### src/hw/tpg_pkg.sv
// Shared constants of the pulse generator and capture timer.
// Assumes a 32-bit APB slave at byte addresses, one word per register.
package tpg_pkg;

    // Register byte addresses
    localparam logic [7:0] ADDR_MODE = 8'h00;
    localparam logic [7:0] ADDR_OUTC = 8'h04;
    localparam logic [7:0] ADDR_CAPC = 8'h08;
    localparam logic [7:0] ADDR_PRESC = 8'h0c;
    localparam logic [7:0] ADDR_COUNT = 8'h10;
    localparam logic [7:0] ADDR_CMPA = 8'h14;
    localparam logic [7:0] ADDR_CMPB = 8'h18;

    // Mode field values
    localparam logic [1:0] MODE_STOP = 2'b00;
    localparam logic [1:0] MODE_FREE = 2'b01;
    localparam logic [1:0] MODE_EDGE_CLR = 2'b10;
    localparam logic [1:0] MODE_MATCH_CLR = 2'b11;

    // Field positions in mode_ctrl_reg
    localparam int MODE_OVF_BIT = 0;
    localparam int MODE_LO_BIT = 2;
    localparam int MODE_HI_BIT = 3;

    // Field positions in output_ctrl_reg
    localparam int OUT_EN_BIT = 0;
    localparam int TOG_A_BIT = 1;
    localparam int LVL_CLR_BIT = 2;
    localparam int LVL_SET_BIT = 3;
    localparam int TOG_B_BIT = 4;
    localparam int OS_EN_BIT = 5;
    localparam int OS_TRIG_BIT = 6;

    // Field positions in capture control register
    localparam int A_CAP_BIT = 0;
    localparam int A_OPP_BIT = 1;
    localparam int B_CAP_BIT = 2;

    // Field positions in prescale_reg
    localparam int ES_A_LO = 4;
    localparam int ES_B_LO = 6;
    localparam int DIV_LO = 8;

    // Writable bits, reset values and the counter maximum
    localparam logic [7:0] MODE_WMASK = 8'h0c;
    localparam logic [7:0] OUTC_WMASK = 8'h3f;
    localparam logic [7:0] CAPC_WMASK = 8'h07;
    localparam logic [15:0] PRESC_WMASK = 16'hfff0;
    localparam logic [7:0] CTRL_RST = 8'h00;
    localparam logic [15:0] WORD_RST = 16'h0000;
    localparam logic [15:0] COUNT_MAX = 16'hffff;

endpackage

### src/hw/tpg_edge_sync.sv
// Pin synchroniser and edge detector for one timer input pin.
// Assumes the pin is asynchronous to core_clk_in.
`timescale 1ns/1ps
module tpg_edge_sync
(
    // Clock and reset
    input wire logic core_clk_in,
    input wire logic rst_in,
    // Pin
    input wire logic pin_in,
    // One-cycle edge pulses
    output logic rise_out,
    output logic fall_out
);
    logic s1;
    logic s2;
    logic s3;
    logic level;
    logic primed;
    logic agree;

    assign agree = (s2 == s3);

    always_ff @(posedge core_clk_in)
    begin
        if (rst_in)
        begin
            s1 <= 1'b0;
            s2 <= 1'b0;
            s3 <= 1'b0;
            level <= 1'b0;
            primed <= 1'b0;
            rise_out <= 1'b0;
            fall_out <= 1'b0;
        end
        else
        begin
            s1 <= pin_in;
            s2 <= s1;
            s3 <= s2;
            // First agreement only loads the level, from the reset zeros of s2 and s3,
            // so a pin that is high out of reset still gives a rise pulse
            if (agree)
            begin
                level <= s3;
                primed <= 1'b1;
            end
            rise_out <= agree & primed & s3 & ~level;
            fall_out <= agree & primed & ~s3 & level;
        end
    end
endmodule

### src/hw/tpg_timer.sv
// 16-bit pulse generator, one-shot and capture timer with an APB slave.
// Assumes an APB master on core_clk_in and asynchronous input pins.
//
// Our own choices: the APB interface to the registers and the register addresses.
`timescale 1ns/1ps
module tpg_timer
(
    // Clock and reset
    input wire logic core_clk_in,
    input wire logic rst_in,
    // APB slave
    input wire logic psel_in,
    input wire logic penable_in,
    input wire logic pwrite_in,
    input wire logic [7:0] paddr_in,
    input wire logic [31:0] pwdata_in,
    output logic [31:0] prdata_out,
    output logic pready_out,
    output logic pslverr_out,
    // Timer pins
    input wire logic input_pin_a_in,
    input wire logic input_pin_b_in,
    output logic timer_out_pin_out,
    // Event pulses
    output logic irq_match_a_out,
    output logic irq_match_b_out
);
    logic [7:0] mode_ctrl_reg;
    logic overflow_flag;
    logic [7:0] output_ctrl_reg;
    logic [7:0] capc_reg;
    logic [15:0] prescale_reg;
    logic [15:0] count_reg;
    logic [15:0] cmp_cap_reg_a;
    logic [15:0] cmp_cap_reg_b;
    logic [7:0] pre_cnt;
    logic out_level;
    logic os_active;
    logic os_half;

    logic rise_a, fall_a, rise_b, fall_b;
    logic apb_take, wr, addr_ok;
    logic [1:0] mode;
    logic running, tick, os_mode, sw_trig, os_trig, clear_now;
    logic valid_a, opp_a, valid_b;
    logic match_a, match_b, cap_a_evt, cap_b_evt;
    logic tog_a, tog_b, ovf_set, ovf_clr, lvl_write;
    logic next_level, next_irq_a, next_irq_b;
    logic [31:0] rdata;

    tpg_edge_sync u_sync_a
    (
        .core_clk_in(core_clk_in),
        .rst_in(rst_in),
        .pin_in(input_pin_a_in),
        .rise_out(rise_a),
        .fall_out(fall_a)
    );

    tpg_edge_sync u_sync_b
    (
        .core_clk_in(core_clk_in),
        .rst_in(rst_in),
        .pin_in(input_pin_b_in),
        .rise_out(rise_b),
        .fall_out(fall_b)
    );

    // One wait state: pready rises in the second access cycle
    assign apb_take = psel_in & penable_in & pready_out;
    assign wr = apb_take & pwrite_in;
    assign addr_ok = (paddr_in == tpg_pkg::ADDR_MODE)
        | (paddr_in == tpg_pkg::ADDR_OUTC)
        | (paddr_in == tpg_pkg::ADDR_CAPC)
        | (paddr_in == tpg_pkg::ADDR_PRESC)
        | (paddr_in == tpg_pkg::ADDR_COUNT)
        | (paddr_in == tpg_pkg::ADDR_CMPA)
        | (paddr_in == tpg_pkg::ADDR_CMPB);

    assign mode = mode_ctrl_reg[tpg_pkg::MODE_HI_BIT:tpg_pkg::MODE_LO_BIT];
    assign running = (mode != tpg_pkg::MODE_STOP);
    assign tick = running
        & (pre_cnt == prescale_reg[tpg_pkg::DIV_LO +: 8]);

    // Edge select: 00 falling, 01 rising, otherwise both
    always_comb
    begin
        unique case (prescale_reg[tpg_pkg::ES_A_LO +: 2])
            2'b00:
            begin
                valid_a = fall_a;
                opp_a = rise_a;
            end
            2'b01:
            begin
                valid_a = rise_a;
                opp_a = fall_a;
            end
            default:
            begin
                valid_a = rise_a | fall_a;
                opp_a = 1'b0;
            end
        endcase
        unique case (prescale_reg[tpg_pkg::ES_B_LO +: 2])
            2'b00: valid_b = fall_b;
            2'b01: valid_b = rise_b;
            default: valid_b = rise_b | fall_b;
        endcase
    end

    assign os_mode = output_ctrl_reg[tpg_pkg::OS_EN_BIT]
        & ((mode == tpg_pkg::MODE_FREE)
        | (mode == tpg_pkg::MODE_EDGE_CLR));
    assign sw_trig = wr & (paddr_in == tpg_pkg::ADDR_OUTC)
        & pwdata_in[tpg_pkg::OS_TRIG_BIT] & os_mode;
    assign os_trig = sw_trig | (os_mode & valid_a);

    assign match_a = tick & ~capc_reg[tpg_pkg::A_CAP_BIT]
        & (count_reg == cmp_cap_reg_a);
    assign match_b = tick & ~capc_reg[tpg_pkg::B_CAP_BIT]
        & (count_reg == cmp_cap_reg_b);

    assign clear_now = os_trig
        | ((mode == tpg_pkg::MODE_EDGE_CLR) & valid_a)
        | (tick & (mode == tpg_pkg::MODE_MATCH_CLR)
        & (count_reg == cmp_cap_reg_a));

    // Capture A from edge B or from the opposite edge of A
    assign cap_a_evt = running & capc_reg[tpg_pkg::A_CAP_BIT]
        & (capc_reg[tpg_pkg::A_OPP_BIT] ? opp_a : valid_b);
    assign cap_b_evt = running & capc_reg[tpg_pkg::B_CAP_BIT]
        & valid_a;

    // Edge B still signals A when A is fed from pin A's opposite edge
    assign next_irq_a = match_a
        | (running & capc_reg[tpg_pkg::A_CAP_BIT] & valid_b);
    assign next_irq_b = match_b | cap_b_evt;

    // In one-shot use only the two matches after a trigger invert the pin
    assign tog_a = match_a & output_ctrl_reg[tpg_pkg::TOG_A_BIT]
        & (~os_mode | os_active);
    assign tog_b = match_b & output_ctrl_reg[tpg_pkg::TOG_B_BIT]
        & (~os_mode | os_active);

    assign ovf_set = tick & (count_reg == tpg_pkg::COUNT_MAX)
        & ~clear_now & (mode != tpg_pkg::MODE_MATCH_CLR);
    assign ovf_clr = wr & (paddr_in == tpg_pkg::ADDR_MODE)
        & ~pwdata_in[tpg_pkg::MODE_OVF_BIT];
    assign lvl_write = wr & (paddr_in == tpg_pkg::ADDR_OUTC) & ~running;

    always_comb
    begin
        next_level = out_level;
        if (lvl_write)
        begin
            unique case ({pwdata_in[tpg_pkg::LVL_SET_BIT],
                          pwdata_in[tpg_pkg::LVL_CLR_BIT]})
                2'b10: next_level = 1'b1;
                2'b01: next_level = 1'b0;
                default: next_level = out_level;
            endcase
        end
        else if (tog_a ^ tog_b)
        begin
            next_level = ~out_level;
        end
    end

    always_comb
    begin
        rdata = 32'h0000_0000;
        unique case (paddr_in)
            tpg_pkg::ADDR_MODE:
                rdata[7:0] = mode_ctrl_reg | {7'h00, overflow_flag};
            tpg_pkg::ADDR_OUTC: rdata[7:0] = output_ctrl_reg;
            tpg_pkg::ADDR_CAPC: rdata[7:0] = capc_reg;
            tpg_pkg::ADDR_PRESC: rdata[15:0] = prescale_reg;
            tpg_pkg::ADDR_COUNT: rdata[15:0] = count_reg;
            tpg_pkg::ADDR_CMPA: rdata[15:0] = cmp_cap_reg_a;
            tpg_pkg::ADDR_CMPB: rdata[15:0] = cmp_cap_reg_b;
            default: rdata = 32'h0000_0000;
        endcase
    end

    // APB answer
    always_ff @(posedge core_clk_in)
    begin
        if (rst_in)
        begin
            pready_out <= 1'b0;
            prdata_out <= 32'h0000_0000;
            pslverr_out <= 1'b0;
        end
        else if (psel_in & penable_in & ~pready_out)
        begin
            pready_out <= 1'b1;
            prdata_out <= (addr_ok & ~pwrite_in) ? rdata : 32'h0000_0000;
            pslverr_out <= ~addr_ok;
        end
        else
        begin
            pready_out <= 1'b0;
            prdata_out <= 32'h0000_0000;
            pslverr_out <= 1'b0;
        end
    end

    // Control registers
    always_ff @(posedge core_clk_in)
    begin
        if (rst_in)
        begin
            mode_ctrl_reg <= tpg_pkg::CTRL_RST;
            output_ctrl_reg <= tpg_pkg::CTRL_RST;
            capc_reg <= tpg_pkg::CTRL_RST;
            prescale_reg <= tpg_pkg::WORD_RST;
        end
        else if (wr)
        begin
            unique case (paddr_in)
                tpg_pkg::ADDR_MODE:
                    mode_ctrl_reg <= pwdata_in[7:0] & tpg_pkg::MODE_WMASK;
                tpg_pkg::ADDR_OUTC:
                    output_ctrl_reg <= pwdata_in[7:0] & tpg_pkg::OUTC_WMASK;
                tpg_pkg::ADDR_CAPC:
                    capc_reg <= pwdata_in[7:0] & tpg_pkg::CAPC_WMASK;
                tpg_pkg::ADDR_PRESC:
                    prescale_reg <= pwdata_in[15:0] & tpg_pkg::PRESC_WMASK;
                default:
                begin
                end
            endcase
        end
    end

    // Overflow: hardware set wins over a software clear
    always_ff @(posedge core_clk_in)
    begin
        if (rst_in)
            overflow_flag <= 1'b0;
        else if (ovf_set)
            overflow_flag <= 1'b1;
        else if (ovf_clr)
            overflow_flag <= 1'b0;
    end

    // Prescaler and counter
    always_ff @(posedge core_clk_in)
    begin
        if (rst_in | ~running)
        begin
            pre_cnt <= 8'h00;
            count_reg <= tpg_pkg::WORD_RST;
        end
        else
        begin
            pre_cnt <= (tick | clear_now) ? 8'h00 : pre_cnt + 8'h01;
            if (clear_now)
                count_reg <= tpg_pkg::WORD_RST;
            else if (tick)
                count_reg <= count_reg + 16'h0001;
        end
    end

    // Compare/capture registers: capture beats a software write
    always_ff @(posedge core_clk_in)
    begin
        if (rst_in)
        begin
            cmp_cap_reg_a <= tpg_pkg::WORD_RST;
            cmp_cap_reg_b <= tpg_pkg::WORD_RST;
        end
        else
        begin
            if (cap_a_evt)
                cmp_cap_reg_a <= count_reg;
            else if (wr & (paddr_in == tpg_pkg::ADDR_CMPA))
                cmp_cap_reg_a <= pwdata_in[15:0];
            if (cap_b_evt)
                cmp_cap_reg_b <= count_reg;
            else if (wr & (paddr_in == tpg_pkg::ADDR_CMPB))
                cmp_cap_reg_b <= pwdata_in[15:0];
        end
    end

    // One-shot progress: armed by a trigger, done after two cycles with a toggle match
    always_ff @(posedge core_clk_in)
    begin
        if (rst_in | ~os_mode)
        begin
            os_active <= 1'b0;
            os_half <= 1'b0;
        end
        else if (os_trig)
        begin
            os_active <= 1'b1;
            os_half <= 1'b0;
        end
        else if (tog_a | tog_b)
        begin
            os_half <= ~os_half;
            os_active <= ~os_half;
        end
    end

    // Pin and event outputs
    always_ff @(posedge core_clk_in)
    begin
        if (rst_in)
        begin
            out_level <= 1'b0;
            timer_out_pin_out <= 1'b0;
            irq_match_a_out <= 1'b0;
            irq_match_b_out <= 1'b0;
        end
        else
        begin
            out_level <= next_level;
            timer_out_pin_out <= output_ctrl_reg[tpg_pkg::OUT_EN_BIT]
                & next_level;
            irq_match_a_out <= next_irq_a;
            irq_match_b_out <= next_irq_b;
        end
    end
endmodule

### config.mk
export PLATFORM = sky130hd
export DESIGN_NAME = tpg_timer
export DESIGN_NICKNAME = d
export VERILOG_FILES = /design/src/hw/tpg_pkg.sv /design/src/hw/tpg_edge_sync.sv /design/src/hw/tpg_timer.sv
export SDC_FILE = /design/constraint.sdc
export NUM_CORES = 1
export LEC_CHECK = 0
export ABC_AREA = 1
export BUFFER_PORTS_ARGS = -buffer_cell sky130_fd_sc_hd__buf_2
export CAP_MARGIN = 40
export CORE_ASPECT_RATIO = 0.75
export CORE_MARGIN = 2
export CORE_UTILIZATION = 52
export CTS_CLUSTER_DIAMETER = 150
export CTS_CLUSTER_SIZE = 14
export DETAILED_ROUTE_END_ITERATION = 12
export HOLD_SLACK_MARGIN = 0.02
export PLACE_DENSITY = 0.74
export SKIP_CTS_REPAIR_TIMING = 1
export SYNTH_ARGS = -nofsm -noshare
export SYNTH_HDL_FRONTEND = slang
export SYNTH_HIERARCHICAL = 1
export SYNTH_SLANG_ARGS = --single-unit
### constraint.sdc
create_clock -name core_clk_in -period 2.31 [get_ports core_clk_in]
set_clock_uncertainty 0.1 [all_clocks]
set_input_delay 0.5775 -clock core_clk_in [delete_from_list [all_inputs] [get_ports core_clk_in]]
set_output_delay 0.5775 -clock core_clk_in [all_outputs]
set_load 0.02 [all_outputs]
==> reports/metrics.yaml <==
status: "finished clean"
final_area_um2: 7530
ant_nets: 0
syn_area_um2: 6160
drive_above_1_share_pct: 21.1
setup_viol: 0
fmax_mhz: 439
fp.dieH_um: 98.3
final_cell_mix: "nand2_1, inv_1, dfxtp_1, nor2_1, o21ai_0"
dp_hpwl_mm: 12.5
drv_slew: 0
cts_root_buffer: "clkbuf_16"
dr.pass1.iters: 5
start_kind: "flip-flop"
dp.cells: 1137
yosysTopAreaCell: "dfxtp_1"
fp-row-count: 34
ys_top_cells_by_area: "dfxtp_1, nand2_1, inv_1"
synth_cells: 897
synth_edf_count: 0
grt_util_all_layers_pct: 28.0
n_antenna_cell: 0
fin_cells: 1172
cp.required_ps: 2510
min_period_over_period_pct: 98.6
rsz0062_at_grt: "true"
cts.path.max_buffers: 2
synth_area_per_cell_um2: 6.87
synth_ff_type: "dfxtp_1"
peakVddDrop_v: 0.000505
clock_latency_ps: 420
area_growth_syn_to_layout_pct: 22.3
path_max_fanout: 3
fin_crit_ps: 2280
grt_overflow: 0
wl_mm: 17.4
grt_antenna_before_repair: 0
grt_pass1_vias: 5421
holdCritPathClass: "in -> reg"
placed_area_um2: 6850
fin_util_pct: 65.1
io-pin-count: 84
crit_type: "reg -> reg"
tritoncts: "done"
io_buffers: 51
gp_congestion: 0.915
end_kind: "flip-flop"
synth_top_area_share_pct: 38.4
n_fill_cell: 1025
cp.arrival_ps: 2480
cts_max_level: 4
grt_pass1_wl_mm: 27.4
drt-wirelength-per-cell_um: 14.9
start_util_pct: 53.2
final_common_cell: "nand2_1"
drt_iter0_drc: 607
vias: 6133
die_x_um: 130
drv_cap: 0
numCtsBuffers: 17
via_per_inst: 5.23
leakagePower_uw: 0.00321
synthDistinctLibCells: 39
async_reset_ff_share_pct: 0
power_density_nw_per_um2: 648
clkTransAtPathRegs_ps: 50
coreArea_um2: 11600
grt_max_degree: 57
yosysWarnings: 6
final_hold_viol_count: 0
drcViolationCount: 0
die_area_um2: 12700
nNetsFinal: 1051
synth-seq-cells: 118
cts_sinks: 118
synth_seq_area_share_pct: 38.4
[critical path, stage by stage (launching register included)]
cell,delay [ps]
dfxtp_2,330
inv_1,50
ha_2,220
a21oi_2,130
nand3_2,100
nor2_4,140
nand2_2,70
inv_2,70
nand4_1,100
nand3b_1,180
ha_1,300
xnor2_1,140
nand2_1,60
o211ai_1,110
inv_1,60
[final timing paths]
kind	startpoint	to	slack [ps]	cells after the start
worst max-delay path	mode_ctrl_reg[2]	out_level	30	14
worst min-delay path	input_pin_b_in	u_sync_b/s1	260	3
worst max register to register	mode_ctrl_reg[2]	out_level	30	14
worst min register to register	u_sync_b/s1	u_sync_b/s2	310	2
[power breakdown]
group | switching (uW) | internal [uW] | total (uW)
Clock | 956 | 1720 | 2670
Combinational | 112 | 48.3 | 160
Sequential | 4.52 | 2040 | 2050
Total | 1070 | 3810 | 4880
[cell families after synthesis]
group                      after synthesis  share of synthesized area (%)
and+or+nand+nor                        384                           26.7
xor gates and xnor gates                32                           4.55
muxes                                    1                          0.183
buffers and inverters                  171                           12.4
AOI/OAI and AO/OA                      183                           16.4
other                                    1                         0.0609
adders and majority gates                7                           1.42
DFF                                    118                           38.4
[layout make-up]
cell class,instances,area (um2),area share (%)
inverters,121,454,6.03
flip-flops and latches,118,2380,31.6
well taps,162,203,2.69
clock inverters,13,156,2.08
repair buffers,116,772,10.2
multi-input cells,623,3120,41.5
clock buffers,19,443,5.88
[per-layer routing]
metal / GRT usage, % / part of all wire [%] / vias to the layer above
li1: - / - / 3043
met5: 0 / 0 / -
met4: 9.02 / 1.8 / 0
met2: 40.2 / 42 / 264
met1: 41.9 / 47 / 2798
met3: 5.48 / 8.9 / 28
[synth_stat cells, types with 15 or more instances]
cell       n
buf_2     15
o21ai_0   81
dfxtp_1  118
nand2_1  222
nor2_1    86
xor2_1    26
a31oi_1   17
nand3_1   21
a21oi_1   57
buf_4     22
inv_1    111
[metrics by stage]
step	hold WS [ps]	setup TNS, ps	power (uW)	setup WS, ps
final	263	0	4880	33.0
after detailed placement	299	-197	2250	-100
after floorplan	288	0	2200	29.9
after CTS	259	-210	4900	-107
after global placement	299	-129	2250	-65.5
after global routing	274	-97.4	5020	-50.4
No activity file was read; power rests on OpenSTA's default activity.
